[src/inc/pcb_pkg.sv]
/*
  pcb_pkg: register map, field positions, reset values and carrier types of
  the coding-path, self-test and indicator control register bank.
  Assumes a 16-bit register port addressed by register index.
*/
`default_nettype none
package pcb_pkg;
  // ****************************************
  // register indexes
  // ****************************************
  localparam logic [4:0] ADDR_CODING = 5'h16;
  localparam logic [4:0] ADDR_RSVD_A = 5'h17;
  localparam logic [4:0] ADDR_RSVD_B = 5'h18;
  localparam logic [4:0] ADDR_SELFTEST = 5'h19;
  localparam logic [4:0] ADDR_IRQ_STATUS = 5'h1a;
  localparam logic [4:0] ADDR_IRQ_ENABLE = 5'h1b;
  localparam logic [4:0] ADDR_IRQ_CLEAR = 5'h1c;

  // ****************************************
  // coding configuration fields
  // ****************************************
  localparam int CODING_BLOCK_BYP = 12;
  localparam int CODING_FREE_CLK = 11;
  localparam int CODING_QUIET = 10;
  localparam int CODING_SD_FORCE = 9;
  localparam int CODING_SD_ALG = 8;
  localparam int CODING_FORCE_LINK = 5;
  localparam int CODING_NRZI_BYP = 2;
  localparam int CODING_SCRAM_BYP = 1;
  localparam int CODING_DESCRAM_BYP = 0;
  localparam logic [15:0] CODING_RESET = 16'h0100;
  // writable bits: 12..8, 5, 2..0; 15:13, 7, 6, 4, 3 read zero
  localparam logic [15:0] CODING_WMASK = 16'h1f27;

  // ****************************************
  // self-test / indicator / address fields
  // ****************************************
  localparam int ST_SEQ_SEL = 11;
  localparam int ST_RESULT = 10;
  localparam int ST_RUN = 9;
  localparam int ST_STRETCH_BYP = 8;
  localparam int ST_PAUSE = 7;
  localparam int ST_FIXED_ONE = 6;
  localparam int ST_LED_POL = 5;
  localparam int ST_ADDR_LSB = 0;
  localparam int ST_ADDR_W = 5;
  localparam logic [4:0] ADDR_RESET = 5'h00;

  // ****************************************
  // interrupt event bits
  // ****************************************
  localparam int IRQ_W = 3;
  localparam int IRQ_ST_FAIL = 0;
  localparam int IRQ_ST_DONE = 1;
  localparam int IRQ_PAUSE_CHG = 2;
  localparam logic [2:0] IRQ_RESET = 3'h0;

  typedef struct packed {
    logic [4:0] addr;
    logic [15:0] wdata;
    logic wr;
    logic rd;
  } pcb_req_type;

  typedef struct packed {
    logic block_code_bypass;
    logic free_clock;
    logic quiet_transmit_enable;
    logic signal_detect_force;
    logic signal_detect_algorithm_select;
    logic force_link_100;
    logic nrzi_bypass;
    logic transmit_scrambler_bypass;
    logic receive_descrambler_bypass;
  } pcb_coding_type;

  typedef struct packed {
    logic selftest_run;
    logic long_prbs_sequence;
    logic short_prbs_sequence;
    logic indicator_stretch_bypass;
    logic indicator_polarity_config;
    logic [4:0] port_address;
  } pcb_ctrl_type;
endpackage : pcb_pkg
`default_nettype wire

[src/rtl/pcb_regs.sv]
/*
  pcb_regs: coding-path configuration, self-test control/result, indicator
  and port address register bank with interrupt status/enable/clear.
  Assumes a synchronous register port on mclk and strap pins from outside,
  which pass two flops; the datapaths report their status synchronously.
*/
`timescale 1ns/10ps
`default_nettype none
module pcb_regs
  import pcb_pkg::*;
(
  input wire logic mclk,
  input wire logic arst_n,
  input wire pcb_pkg::pcb_req_type req,
  output logic [15:0] rdata,
  input wire logic selftest_error,
  input wire logic selftest_done,
  input wire logic local_pause_adv,
  input wire logic partner_pause_adv,
  input wire logic link_100_raw,
  input wire logic duplex_raw,
  input wire logic rx_act_raw,
  input wire logic tx_act_raw,
  input wire logic col_act_raw,
  input wire logic rx_act_stretched,
  input wire logic tx_act_stretched,
  input wire logic col_act_stretched,
  input wire logic strap_led_pol,
  input wire logic [4:0] strap_port_address,
  output pcb_pkg::pcb_coding_type coding,
  output pcb_pkg::pcb_ctrl_type ctrl,
  output logic link_100_ok,
  output logic duplex_indicator,
  output logic rx_indicator,
  output logic tx_indicator,
  output logic col_indicator,
  output logic irq
);
  import pcb_pkg::*;

  function automatic logic hit(input pcb_req_type r, input logic [4:0] a);
    hit = r.addr == a;
  endfunction : hit

  // ****************************************
  // strap synchronisers and capture
  // ****************************************
  logic [5:0] strap_meta;
  logic [5:0] strap_sync;
  logic strap_taken;
  always_ff @(posedge mclk or negedge arst_n)
  begin
    if (!arst_n)
    begin
      strap_meta <= 6'h00;
      strap_sync <= 6'h00;
    end
    else
    begin
      strap_meta <= {strap_led_pol, strap_port_address};
      strap_sync <= strap_meta;
    end
  end

  // ****************************************
  // coding configuration register
  // ****************************************
  logic [15:0] coding_reg;
  always_ff @(posedge mclk or negedge arst_n)
  begin
    if (!arst_n)
      coding_reg <= CODING_RESET;
    else if (req.wr && hit(req, ADDR_CODING))
      coding_reg <= req.wdata & CODING_WMASK;
  end

  // ****************************************
  // coding outputs
  // ****************************************
  always_comb
  begin
    coding.block_code_bypass = coding_reg[CODING_BLOCK_BYP];
    coding.free_clock = coding_reg[CODING_FREE_CLK];
    coding.quiet_transmit_enable = coding_reg[CODING_QUIET];
    coding.signal_detect_force = coding_reg[CODING_SD_FORCE];
    coding.signal_detect_algorithm_select = coding_reg[CODING_SD_ALG];
    coding.force_link_100 = coding_reg[CODING_FORCE_LINK];
    coding.nrzi_bypass = coding_reg[CODING_NRZI_BYP];
    coding.transmit_scrambler_bypass = coding_reg[CODING_SCRAM_BYP];
    coding.receive_descrambler_bypass = coding_reg[CODING_DESCRAM_BYP];
  end

  // ****************************************
  // forced link
  // ****************************************
  // the link_100_ok output follows the forced value; no read-back status bit does
  assign link_100_ok = link_100_raw | coding_reg[CODING_FORCE_LINK];

  // ****************************************
  // reserved slots: plain storage, no reset
  // ****************************************
  // values undefined until written; software is expected not to touch them
  logic [15:0] rsvd_a;
  logic [15:0] rsvd_b;
  always_ff @(posedge mclk)
  begin
    if (req.wr && hit(req, ADDR_RSVD_A))
      rsvd_a <= req.wdata;
    if (req.wr && hit(req, ADDR_RSVD_B))
      rsvd_b <= req.wdata;
  end

  // ****************************************
  // self-test, indicator and address register
  // ****************************************
  logic seq_sel;
  logic run;
  logic stretch_byp;
  logic led_pol;
  logic [4:0] port_addr;
  logic result;
  logic pause_compare_result;
  logic st_wr;
  assign st_wr = req.wr && hit(req, ADDR_SELFTEST);

  always_ff @(posedge mclk or negedge arst_n)
  begin
    if (!arst_n)
    begin
      seq_sel <= 1'b0;
      run <= 1'b0;
      stretch_byp <= 1'b0;
    end
    else if (st_wr)
    begin
      seq_sel <= req.wdata[ST_SEQ_SEL];
      run <= req.wdata[ST_RUN];
      stretch_byp <= req.wdata[ST_STRETCH_BYP];
    end
  end

  // ****************************************
  // strap capture
  // ****************************************
  // the polarity and address bits of a software write in the first three cycles are lost to the strap load
  // straps are taken in the first cycle after their synchronisers settle
  logic [1:0] strap_wait;
  always_ff @(posedge mclk or negedge arst_n)
  begin
    if (!arst_n)
    begin
      strap_wait <= 2'h0;
      strap_taken <= 1'b0;
      led_pol <= 1'b0;
      port_addr <= ADDR_RESET;
    end
    else if (!strap_taken)
    begin
      strap_wait <= strap_wait + 2'h1;
      if (strap_wait == 2'h2)
      begin
        strap_taken <= 1'b1;
        led_pol <= strap_sync[5];
        port_addr <= strap_sync[4:0];
      end
    end
    else if (st_wr)
    begin
      led_pol <= req.wdata[ST_LED_POL];
      port_addr <= req.wdata[ST_ADDR_LSB +: ST_ADDR_W];
    end
  end

  // ****************************************
  // self-test result
  // ****************************************
  // fail latches low; any write to the self-test register re-arms it, an error
  // that same cycle still wins
  always_ff @(posedge mclk or negedge arst_n)
  begin
    if (!arst_n)
      result <= 1'b0;
    else if (run && selftest_error)
      result <= 1'b0;
    else if (st_wr)
      result <= 1'b1;
  end

  // ****************************************
  // pause compare
  // ****************************************
  // registered so a read sees one settled value for the whole cycle
  always_ff @(posedge mclk or negedge arst_n)
  begin
    if (!arst_n)
      pause_compare_result <= 1'b0;
    else
      pause_compare_result <= local_pause_adv & partner_pause_adv;
  end

  // ****************************************
  // control outputs
  // ****************************************
  always_comb
  begin
    ctrl.selftest_run = run;
    ctrl.long_prbs_sequence = run & seq_sel;
    ctrl.short_prbs_sequence = run & ~seq_sel;
    ctrl.indicator_stretch_bypass = stretch_byp;
    ctrl.indicator_polarity_config = led_pol;
    ctrl.port_address = port_addr;
  end

  // ****************************************
  // indicator outputs
  // ****************************************
  logic [3:0] ind_q;
  always_ff @(posedge mclk or negedge arst_n)
  begin
    if (!arst_n)
      ind_q <= 4'h0;
    else
    begin
      ind_q[0] <= stretch_byp ? rx_act_raw : rx_act_stretched;
      ind_q[1] <= stretch_byp ? tx_act_raw : tx_act_stretched;
      ind_q[2] <= stretch_byp ? col_act_raw : col_act_stretched;
      // adjusted polarity drives the led active low
      ind_q[3] <= led_pol ? ~duplex_raw : duplex_raw;
    end
  end
  assign rx_indicator = ind_q[0];
  assign tx_indicator = ind_q[1];
  assign col_indicator = ind_q[2];
  assign duplex_indicator = ind_q[3];

  // ****************************************
  // interrupts
  // ****************************************
  logic [2:0] irq_status;
  logic [2:0] irq_enable;
  logic [2:0] irq_event;
  logic pause_prev;
  always_ff @(posedge mclk or negedge arst_n)
  begin
    if (!arst_n)
      pause_prev <= 1'b0;
    else
      pause_prev <= pause_compare_result;
  end

  assign irq_event[IRQ_ST_FAIL] = run & selftest_error;
  assign irq_event[IRQ_ST_DONE] = run & selftest_done;
  assign irq_event[IRQ_PAUSE_CHG] = pause_prev ^ pause_compare_result;

  genvar g;
  generate
    for (g = 0; g < IRQ_W; g++)
    begin : g_irq
      always_ff @(posedge mclk or negedge arst_n)
      begin
        if (!arst_n)
          irq_status[g] <= 1'b0;
        // an event in the clear cycle wins so none is lost
        else if (irq_event[g])
          irq_status[g] <= 1'b1;
        else if (req.wr && hit(req, ADDR_IRQ_CLEAR) && req.wdata[g])
          irq_status[g] <= 1'b0;
      end
    end
  endgenerate

  // ****************************************
  // interrupt enable and output
  // ****************************************
  always_ff @(posedge mclk or negedge arst_n)
  begin
    if (!arst_n)
      irq_enable <= IRQ_RESET;
    else if (req.wr && hit(req, ADDR_IRQ_ENABLE))
      irq_enable <= req.wdata[IRQ_W-1:0];
  end
  assign irq = |(irq_status & irq_enable);

  // ****************************************
  // read port
  // ****************************************
  logic [15:0] next_rdata;
  always_comb
  begin
    next_rdata = 16'h0000;
    case (req.addr)
      ADDR_CODING: next_rdata = coding_reg;
      ADDR_RSVD_A: next_rdata = rsvd_a;
      ADDR_RSVD_B: next_rdata = rsvd_b;
      ADDR_SELFTEST:
      begin
        next_rdata[ST_SEQ_SEL] = seq_sel;
        next_rdata[ST_RESULT] = result;
        next_rdata[ST_RUN] = run;
        next_rdata[ST_STRETCH_BYP] = stretch_byp;
        next_rdata[ST_PAUSE] = pause_compare_result;
        next_rdata[ST_FIXED_ONE] = 1'b1;
        next_rdata[ST_LED_POL] = led_pol;
        next_rdata[ST_ADDR_LSB +: ST_ADDR_W] = port_addr;
      end
      ADDR_IRQ_STATUS: next_rdata[IRQ_W-1:0] = irq_status;
      ADDR_IRQ_ENABLE: next_rdata[IRQ_W-1:0] = irq_enable;
      default: next_rdata = 16'h0000;
    endcase
  end

  // ****************************************
  // read data register
  // ****************************************
  // zero outside the read cycle so a stale word never looks fresh
  always_ff @(posedge mclk or negedge arst_n)
  begin
    if (!arst_n)
      rdata <= 16'h0000;
    else if (req.rd)
      rdata <= next_rdata;
    else
      rdata <= 16'h0000;
  end
endmodule : pcb_regs
`default_nettype wire

[config.mk]
export PLATFORM = sky130hd
export DESIGN_NAME = pcb_regs
export DESIGN_NICKNAME = d
export VERILOG_FILES = /design/src/inc/pcb_pkg.sv /design/src/rtl/pcb_regs.sv
export SDC_FILE = /design/constraint.sdc
export NUM_CORES = 1
export LEC_CHECK = 0
export BUFFER_PORTS_ARGS = -buffer_cell sky130_fd_sc_hd__buf_2
export CAP_MARGIN = 10
export CORE_MARGIN = 2
export CORE_UTILIZATION = 60
export CTS_BUF_LIST = sky130_fd_sc_hd__clkbuf_8
export DETAILED_ROUTE_END_ITERATION = 12
export GPL_TIMING_DRIVEN = 0
export PLACE_DENSITY = 0.87
export SYNTH_ARGS = -nofsm -noshare
export SYNTH_HDL_FRONTEND = slang
export SYNTH_SLANG_ARGS = --single-unit
[constraint.sdc]
create_clock -name mclk -period 3 [get_ports mclk]
set_input_delay 0.6 -clock mclk [delete_from_list [all_inputs] [get_ports mclk]]
set_output_delay 0.6 -clock mclk [all_outputs]
set_load 0.1 [all_outputs]
==> flow_metrics.env, run 1 <==
export IMPL_switching_power_mw=1.154
export IMPL_setup_viol=0
export IMPL_top_regs="rdata x16, rsvd_a x16, rsvd_b x16"
export IMPL_dieArea_um2=6885
export IMPL_ir_drop_uv=584.0
export IMPL_layout_drive_gt1_share=0.3819
export IMPL_grt_pass1_vias=2494
export IMPL_layout_nets=403
export IMPL_yosys_top_cells_area="dfrtp_1, edfxtp_1, mux2_2"
export IMPL_cts_tree="done"
export IMPL_port_buffers=81
export IMPL_p_total_mw=3.211
export IMPL_power_density_nw_per_um2=712.6
export IMPL_clock_sinks=94
export IMPL_clkSlewWorstSetupHoldPaths_ns=0.09
export IMPL_pre_cts_slack_ns=0.4696
export IMPL_grt_pass1_wl_um=12660
export IMPL_p_int_mw=2.057
export IMPL_gr_total_overflow=0
export IMPL_hpwlAfterDp_um=5725
export IMPL_regArea_um2=2514
export IMPL_netlist_instances=264
export IMPL_vias=2620
export IMPL_clk_latency_ns=0.35
export IMPL_hold_path_class="primary input to asynchronous set/reset pin"
export IMPL_max_freq_mhz=453.5
export IMPL_drv_slew=0
export IMPL_rsz0062_at_grt="false"
export IMPL_ys_ff_latch=94
export IMPL_synth_edf_count=32
export IMPL_synth_flop_cell="dfrtp_1"
export IMPL_fin_ws_ns=0.7948
export IMPL_ys_top_cells_by_count="dfrtp_1, edfxtp_1, mux2_2, nand3_1, a22oi_1"
export IMPL_cts_resized=0
export IMPL_yosysSeqAreaShare=0.6717
export IMPL_totalWireLength_um=8057
export IMPL_postCtsSetupRepairBufs=0
export IMPL_final_util=0.7521
export IMPL_clockBufferDepth=2
export IMPL_netlist_area_um2=3742
export IMPL_diodes=0
export IMPL_wl_per_cell_um=18.35
export IMPL_status="finished clean"
export IMPL_fin_skew_ns=0.008010
export IMPL_drv_cap=0
export IMPL_ant_nets=0
export IMPL_synthesis_nets=308
export IMPL_worst_pin_slew_ns=1.024
export IMPL_drtIter0Drc=217
export IMPL_antenna_found_initial=0
export IMPL_switching_share=0.3594
export IMPL_cts_max_level=3
export IMPL_ctsHoldBuffers=0
export IMPL_syn2layout_area_growth_pct=20.39
export IMPL_cts_made_buffers=9
export IMPL_period_minus_slack_ns=2.205
export IMPL_synth_most_common_cell="dfrtp_1"
export IMPL_yosys_warnings=0
export IMPL_grt_util_all_layers=0.2401
export IMPL_drt_pre_antenna_iters=4
export IMPL_critical_path_class="primary input to register"
export IMPL_core_area_um2=5991
export IMPL_layoutNonFillerInstCount=439
export IMPL_synth_top_area_frac=0.4079
export IMPL_clockPowerShare=0.282
export IMPL_power_frac_comb=0.254
export IMPL_root_buffer="clkbuf_8"
export IMPL_dp_cells=423
export IMPL_seq_power_share=0.464
export IMPL_drc=0
export IMPL_yosys_area_top_type="dfrtp_1"
export IMPL_setup_tns_final_ns=0
export IMPL_place_gp_congestion=0.8338
export IMPL_synth_cell_type_count=47
export IMPL_chipHeight_um=82.98
export IMPL_synth_avg_cell_area_um2=14.18
export IMPL_slew_limit_headroom=0.3150
export IMPL_vias_per_cell=5.968
export IMPL_period_share=0.7351
export IMPL_rows=28
export IMPL_die_width_um=82.98
export IMPL_crit_arrival_ns=2.28
export IMPL_worstPathRequired_ns=3.07
export IMPL_cp_max_fo=10
export IMPL_grt_max_degree=39
export IMPL_ioPinCount=84
export IMPL_multiInputGateArea_um2=1105
export IMPL_async_flop_share=0.6596
export IMPL_endpoint_kind="register"
export IMPL_nFillCells=390
export IMPL_start_kind="primary input"
export IMPL_start_util=0.6247
export IMPL_p_leak_nw=1.982
export IMPL_timing_hold_violations_final=0
power by group through the flow:
stage	sequential [mW]	clock (mW)	combinational [mW]
2_1_floorplan	1.85	0	0.299
3_3_place_gp	1.51	0	0.797
3_5_place_dp	1.52	0	0.817
4_1_cts	1.49	0.917	0.817
5_1_grt	1.50	0.965	0.849
6_report	1.49	0.905	0.815
cells in the final DEF, fill, tap and decap left out, types with 3 or more instances in the layout:
cell	count
nor2_1	7
nand3_1	12
nor3_1	4
a21oi_1	6
nand4_1	6
a211oi_1	6
o22ai_1	8
clkbuf_8	9
clkbuf_1	4
dfrtp_1	61
a221oi_1	3
mux2i_1	9
mux2_2	18
buf_4	9
nor2b_1	9
a22oi_1	10
o21a_1	3
o21ai_0	8
a31oi_1	8
edfxtp_1	32
buf_2	86
path summary, 6_finish.rpt:
check / startpoint / to / slack (ns) / cells after the start
worst min-delay path: arst_n / irq_status[0] / 0.23 / 1
max in group asynchronous: arst_n / coding_reg[8] / 2.12 / 2
worst max-delay path: req[20] / rsvd_b[8] / 0.79 / 5
worst max register to register: strap_wait[0] / port_addr[3] / 1.43 / 6
min in group mclk: strap_port_address[0] / strap_meta[0] / 0.35 / 1
worst min register to register: strap_meta[3] / strap_sync[3] / 0.35 / 0
worst max-delay path: stages:
cell	delay, ns
clkbuf_2	0.16
nand4bb_1	0.24
clkbuf_1	0.23
nor2_1	0.80
buf_6	0.25
area by class of cell:
| cell class | count | share of cell area |
|---|---|---|
| Buffer | 19 | 0.02499 |
| Sequential cell | 94 | 0.5579 |
| Clock buffer | 9 | 0.02749 |
| Clock inverter | 7 | 0.02166 |
| Timing Repair Buffer | 84 | 0.09942 |
| Tap cell | 75 | 0.02083 |
| Multi-Input combinational cell | 148 | 0.2452 |
| Inverter | 3 | 0.002499 |
per-stage QoR:
stage                     hold WS [ns]  cell area (um^2)
after floorplan                 0.3044              3742
after global placement          0.3331              4242
after CTS                       0.2356              4506
final                           0.2311              4506
after global routing            0.2565              4506
after detailed placement        0.3371              4284
metal layers:
metal  vias to the layer above  routed length (um)  global-route usage
li1                       1189                   -                   -
met4                         0                 117             0.08942
met3                        14                 585             0.05666
met5                         -                   0                   0
met2                       131                4020              0.3768
met1                      1286                3333              0.3303
cell families (layout without fill, tap and decap cells):
group           count (synthesis)  after routing  synth area share
simple gates                   55             55           0.09295
compound gates                 62             62            0.1137
flops                          94             94            0.6717
xor+xnor                        3              3          0.007022
fa+ha+maj                       1              1          0.003343
buf+inv                        22            122           0.03309
mux                            27             27           0.07823
Note: power is estimated with default switching activity, not from simulation.
==> run 2: changes to the inputs <==
- ABC_AREA: not set -> 1
- CORE_UTILIZATION: 60 -> 56
- PLACE_DENSITY: 0.87 -> 0.82
- clock period: 3 -> 2.1 ns (I/O delays scaled with it)
==> run 2 against run 1 <==
- sequential power increased by 42%
- worst setup slack got worse by 0.58 ns
- flip-flop and latch count stayed put
- first-iteration DRC count down 27%
- highest routed layer unchanged
- global-route usage decreased by 0.25 points
- synthesized area increased by 0.17%
- the flow now finishes with violations (DRC)
==> flow_metrics.env, run 2 <==
export IMPL_cts_made_buffers=9
export IMPL_synth_top_area_frac=0.4072
export IMPL_core_area_um2=6422
export IMPL_final_cell_mix="nand2_1, buf_2, dfrtp_1"
export IMPL_synth_flop_cell="dfrtp_1"
export IMPL_rr_endpoint="port_addr[1]"
export IMPL_synth_avg_cell_area_um2=10.44
export IMPL_regArea_um2=2514
export IMPL_ctsHoldBuffers=0
export IMPL_gr_total_overflow=0
export IMPL_status="finished, violations left"
export IMPL_synth_most_common_cell="nand2_1"
export IMPL_path_cells="inv_1, nor2_2, buf_2"
export IMPL_rsz0062_at_grt="false"
export IMPL_grt_pass1_vias=2726
export IMPL_wl_per_cell_um=15.19
export IMPL_ys_ff_latch=94
export IMPL_multiInputGateArea_um2=1064
export IMPL_ys_top_cells_by_count="nand2_1, dfrtp_1, nand3_1, edfxtp_1, inv_1"
export IMPL_fin_skew_ns=0.01100
export IMPL_max_freq_mhz=530.2
export IMPL_netlist_area_um2=3749
export IMPL_grt_util_all_layers=0.2376
export IMPL_timing_hold_ws_ns=0.09359
export IMPL_setup_viol=0
export IMPL_dr_wl_met2_um=4085
export IMPL_slowest_delay_ns=0.46
export IMPL_start_kind="register"
export IMPL_chipHeight_um=85.82
export IMPL_critical_path_class="register to output port"
export IMPL_crit_reg2reg_launch="strap_wait[0]"
export IMPL_final_util=0.7025
export IMPL_async_flop_share=0.6596
export IMPL_root_buffer="clkbuf_8"
export IMPL_port_buffers=82
export IMPL_clk_latency_ns=0.37
export IMPL_nFillCells=480
export IMPL_yosys_area_top_type="dfrtp_1"
export IMPL_grt_max_degree=33
export IMPL_cpMaxStageDelayCell="dfrtp_1"
export IMPL_crit_arrival_ns=1.47
export IMPL_hpwlAfterDp_um=6035
export IMPL_place_gp_congestion=0.8407
export IMPL_slew_limit_headroom=0.4854
export IMPL_final_common_cell="nand2_1"
export IMPL_top_layer="met4"
export IMPL_timing_hold_violations_final=0
export IMPL_dieArea_um2=7364
export IMPL_drt_pre_antenna_iters=9
export IMPL_endpoint_kind="output port"
export IMPL_cts_resized=0
export IMPL_totalWireLength_um=8159
export IMPL_power_density_nw_per_um2=997.9
export IMPL_top_regs="rdata x16, rsvd_a x16, rsvd_b x16"
export IMPL_synth_edf_count=32
export IMPL_yosys_warnings=0
export IMPL_synthesis_nets=403
export IMPL_die_width_um=85.82
export IMPL_fin_ws_ns=0.2140
export IMPL_violations="DRC"
export IMPL_hold_path_class="primary input to asynchronous set/reset pin"
export IMPL_r2r_slack_ns=0.73
export IMPL_layout_nets=499
export IMPL_cp_max_fo=5
export IMPL_vias_per_cell=5.235
export IMPL_clock_sinks=94
export IMPL_m1WireLength_um=3329
export IMPL_vias=2811
export IMPL_diodes=0
export IMPL_antenna_found_initial=0
export IMPL_pre_cts_slack_ns=-0.007112
export IMPL_worstPathRequired_ns=1.68
export IMPL_drv_slew=0
export IMPL_p_leak_nw=2.225
export IMPL_grt_pass1_wl_um=13160
export IMPL_drv_cap=0
export IMPL_period_share=0.8981
export IMPL_period_minus_slack_ns=1.886
export IMPL_reg2regPathDepth=6
export IMPL_layout_drive_gt1_share=0.2913
export IMPL_ant_nets=0
export IMPL_drc=9
export IMPL_synth_cell_type_count=30
export IMPL_yosysSeqAreaShare=0.6706
export IMPL_drtIter0Drc=159
export IMPL_yosys_top_cells_area="dfrtp_1, edfxtp_1, nand2_1"
export IMPL_ioPinCount=84
export IMPL_cts_max_level=3
export IMPL_rows=29
export IMPL_clkSlewWorstSetupHoldPaths_ns=0.11
export IMPL_syn2layout_area_growth_pct=20.36
export IMPL_worst_pin_slew_ns=0.7677
export IMPL_cts_tree="done"
export IMPL_start_util=0.5837
export IMPL_clockBufferDepth=2
export IMPL_ir_drop_uv=534.7
export IMPL_netlist_instances=359
export IMPL_postCtsSetupRepairBufs=0
export IMPL_dr_wl_met3_um=569
-- run 2: changes by cell type after synthesis, moves of 6 or more --
cell and delta:
inv_1 +21, o21ai_0 +8, nand2_1 +118, mux2i_1 -9, a211oi_1 -6, a31oi_1 -7, nand3_1 +28, nor2_1 +8
o22ai_1 -8, nor2b_1 -9, mux2_2 -18, a22oi_1 -10
-- run 2: layout make-up --
type | count | share of cell area
inverter | 28 | 0.02329
sequential | 94 | 0.5571
clock buffer | 9 | 0.02745
multi-input combinational | 225 | 0.2357
tap | 77 | 0.02135
buffer | 12 | 0.01747
clock inverter | 7 | 0.01719
timing repair buffer | 85 | 0.1004
-- run 2: metrics by stage --
| step | TNS [ns] | power (mW) | cells | instance area [um^2] |
|---|---|---|---|---|
| floorplan | -7.459 | 3.105 | 359 | 3751 |
| global placement | -30.93 | 3.339 | 518 | 4258 |
| detailed placement | -0.05426 | 3.373 | 521 | 4310 |
| CTS | 0 | 4.525 | 537 | 4512 |
| global route | 0 | 4.660 | 537 | 4512 |
| finish | 0 | 4.503 | 537 | 4512 |
-- run 2: power breakdown --
part / total, mW / leakage [nW] / internal (mW) / switching [mW]
logic: 1.21 / 1.08 / 0.191 / 1.02
registers: 2.12 / 1.05 / 2.02 / 0.0994
clock network: 1.17 / 0.0979 / 0.468 / 0.702
total: 4.50 / 2.23 / 2.68 / 1.82
-- run 2: worst max-delay path by stage --
stage	from	to	slack (ns)	cells past startpoint
finish	run	ctrl[7]	0.21	3
global route	run	ctrl[7]	0.16	3
CTS	run	ctrl[7]	0.22	3
detailed placement	req[19]	rsvd_b[15]	-0.007	5
global placement	req[19]	rsvd_b[7]	-0.99	4
floorplan	req[1]	rsvd_b[0]	-0.23	3
-- run 2: worst max-delay path, delay by kind of cell (launching register included) --
| family | cells | cell delay, ns |
|---|---|---|
| flip-flops | 1 | 0.46 |
| buffers and inverters | 2 | 0.54 |
| AND/OR/NAND/NOR | 1 | 0.08 |
-- run 2: per-layer routing --
layer | vias up | GRT usage
li1 | 1352 | -
met1 | 1312 | 0.3028
met2 | 130 | 0.4013
met3 | 17 | 0.04427
met4 | 0 | 0.1025
met5 | - | 0
-- run 2: logic make-up (layout without fill, tap and decap cells) --
group           count (synthesis)  after routing  share of synthesized area
buf+inv                        40            141                    0.04906
xor+xnor                        3              3                   0.007011
fa+ha+maj                       1              1                   0.003337
flops                          94             94                     0.6706
simple gates                  193            193                     0.2316
compound gates                 28             28                    0.03839
==> run 3: changes to the inputs <==
==> constraint.sdc (replaced) <==
create_clock -name mclk -period 2.1 [get_ports mclk]
set_input_delay 0 -clock mclk [delete_from_list [all_inputs] [get_ports mclk]]
set_output_delay 0 -clock mclk [all_outputs]
set_load 0.1 [all_outputs]
==> run 3 against run 2 <==
- the flow still finishes with violations (DRC)
- core utilization increased by 5.7 points
- sequential power about the same
- clock power increased by 9%
- sequential share of layout area decreased by 4.2 points
- worst hold slack improved by 0.0062 ns
- critical endpoint is now rsvd_b[3]
- largest cell class unchanged
- via count increased by 3.9%
==> flow_metrics.env, run 3 (synthesized netlist as in run 2, its figures left out) <==
export IMPL_timing_hold_violations_final=0
export IMPL_port_buffers=82
export IMPL_status="finished, violations left"
export IMPL_start_kind="primary input"
export IMPL_cts_tree="done"
export IMPL_final_cell_mix="nand2_1, buf_2, dfrtp_1"
export IMPL_violations="DRC"
export IMPL_p_leak_nw=2.386
export IMPL_totalWireLength_um=8430
export IMPL_root_buffer="clkbuf_8"
export IMPL_diodes=0
export IMPL_cp_max_fo=10
export IMPL_antenna_found_initial=0
export IMPL_clk_latency_ns=0.37
export IMPL_dp_cells=521
export IMPL_layout_nets=535
export IMPL_worstPathRequired_ns=2.19
export IMPL_regArea_um2=2514
export IMPL_multiInputGateArea_um2=1061
export IMPL_die_width_um=85.82
export IMPL_place_gp_congestion=0.7949
export IMPL_layoutNonFillerInstCount=573
export IMPL_setup_viol=0
export IMPL_vias_per_cell=5.098
export IMPL_fin_skew_ns=0.009590
export IMPL_worst_pin_slew_ns=0.7880
export IMPL_period_share=0.8528
export IMPL_clockBufferDepth=2
export IMPL_final_common_cell="nand2_1"
export IMPL_rsz0062_at_grt="false"
export IMPL_gr_total_overflow=0
export IMPL_startpoint="req[1]"
export IMPL_ioPinCount=84
export IMPL_syn2layout_area_growth_pct=30.17
export IMPL_wl_per_cell_um=14.71
export IMPL_crit_reg2reg_launch="strap_wait[0]"
export IMPL_cts_max_level=3
export IMPL_clock_sinks=94
export IMPL_rows=29
export IMPL_path_cells="dlygate4sd3_1, buf_2, inv_1, nor3_2, buf_6"
export IMPL_hold_path_class="primary input to register"
export IMPL_grt_util_all_layers=0.2470
export IMPL_cpMaxStageDelayCell="nor3_2"
export IMPL_slowest_delay_ns=0.70
export IMPL_crit_arrival_ns=1.88
export IMPL_clkSlewWorstSetupHoldPaths_ns=0.10
export IMPL_nFillCells=427
export IMPL_vias=2921
export IMPL_grt_max_degree=33
export IMPL_worstHoldStart="req[20]"
export IMPL_drv_slew=0
export IMPL_hpwlAfterDp_um=5659
export IMPL_ir_drop_uv=570.3
export IMPL_max_freq_mhz=558.4
export IMPL_drt_pre_antenna_iters=11
export IMPL_ctsHoldBuffers=36
export IMPL_grt_pass1_vias=3077
export IMPL_period_minus_slack_ns=1.791
export IMPL_ant_nets=0
export IMPL_layout_drive_gt1_share=0.2681
export IMPL_top_regs="rdata x16, rsvd_a x16, rsvd_b x16"
export IMPL_grt_pass1_wl_um=13880
export IMPL_cts_made_buffers=9
export IMPL_endpoint_kind="register"
export IMPL_start_util=0.5837
export IMPL_core_area_um2=6422
export IMPL_drv_cap=0
export IMPL_slew_limit_headroom=0.4718
export IMPL_drc=5
export IMPL_critical_path_class="primary input to register"
export IMPL_drtIter0Drc=190
export IMPL_cts_resized=0
export IMPL_dieArea_um2=7364
export IMPL_timing_hold_ws_ns=0.09978
export IMPL_postCtsSetupRepairBufs=0
export IMPL_power_density_nw_per_um2=955.8
export IMPL_chipHeight_um=85.82
run 3: path summary, 6_finish.rpt:
path / depth (start not counted) / slack (ns) / to
min reg2reg: 0 / 0.36 / strap_sync[3]
max: 5 / 0.31 / rsvd_b[3]
max reg2reg: 6 / 0.71 / port_addr[4]
max in group asynchronous: 3 / 1.21 / coding_reg[8]
min: 4 / 0.1 / rdata[6]
min in group asynchronous: 2 / 0.22 / ind_q[0]
run 3: area by class of cell:
cell class,count,share of cell area
flip-flops and latches,94,0.5151
inverters,28,0.02154
multi-input cells,225,0.2174
clock inverters,7,0.01795
well taps,77,0.01974
repair buffers,121,0.1667
plain buffers,12,0.01615
clock buffers,9,0.02538
run 3: metrics by stage:
stage                     total power, mW  utilization  setup TNS, ns  worst slack, ns  area (um^2)
final                               4.664       0.7598              0           0.3090         4880
after global routing                4.816       0.7598              0           0.2024         4880
after CTS                           4.668       0.7598              0           0.2793         4880
after detailed placement            3.361       0.6708              0           0.4029         4308
after global placement              3.335       0.6626         -15.90          -0.5149         4255
after floorplan                     3.103            -              0           0.1869         3749
run 3: critical path, delay by kind of cell:
family	cells	cell delay, ns
AND/OR/NAND/NOR	1	0.70
buffers and inverters	4	1.18
run 3: metal layers:
metal	track usage	wire, um	part of all wire	up-vias
met1	0.2922	3415	0.41	1365
met3	0.03946	552	0.065	17
met2	0.4325	4297	0.51	114
li1	-	-	-	1425
met5	0	0	0	-
met4	0.1328	165	0.020	0
run 3: where the power goes:
part           total (mW)  switching, mW  internal [mW]
combinational        1.28           1.03          0.244
sequential           2.12         0.0970           2.02
clock                1.27          0.686          0.579
total                4.66           1.82           2.85
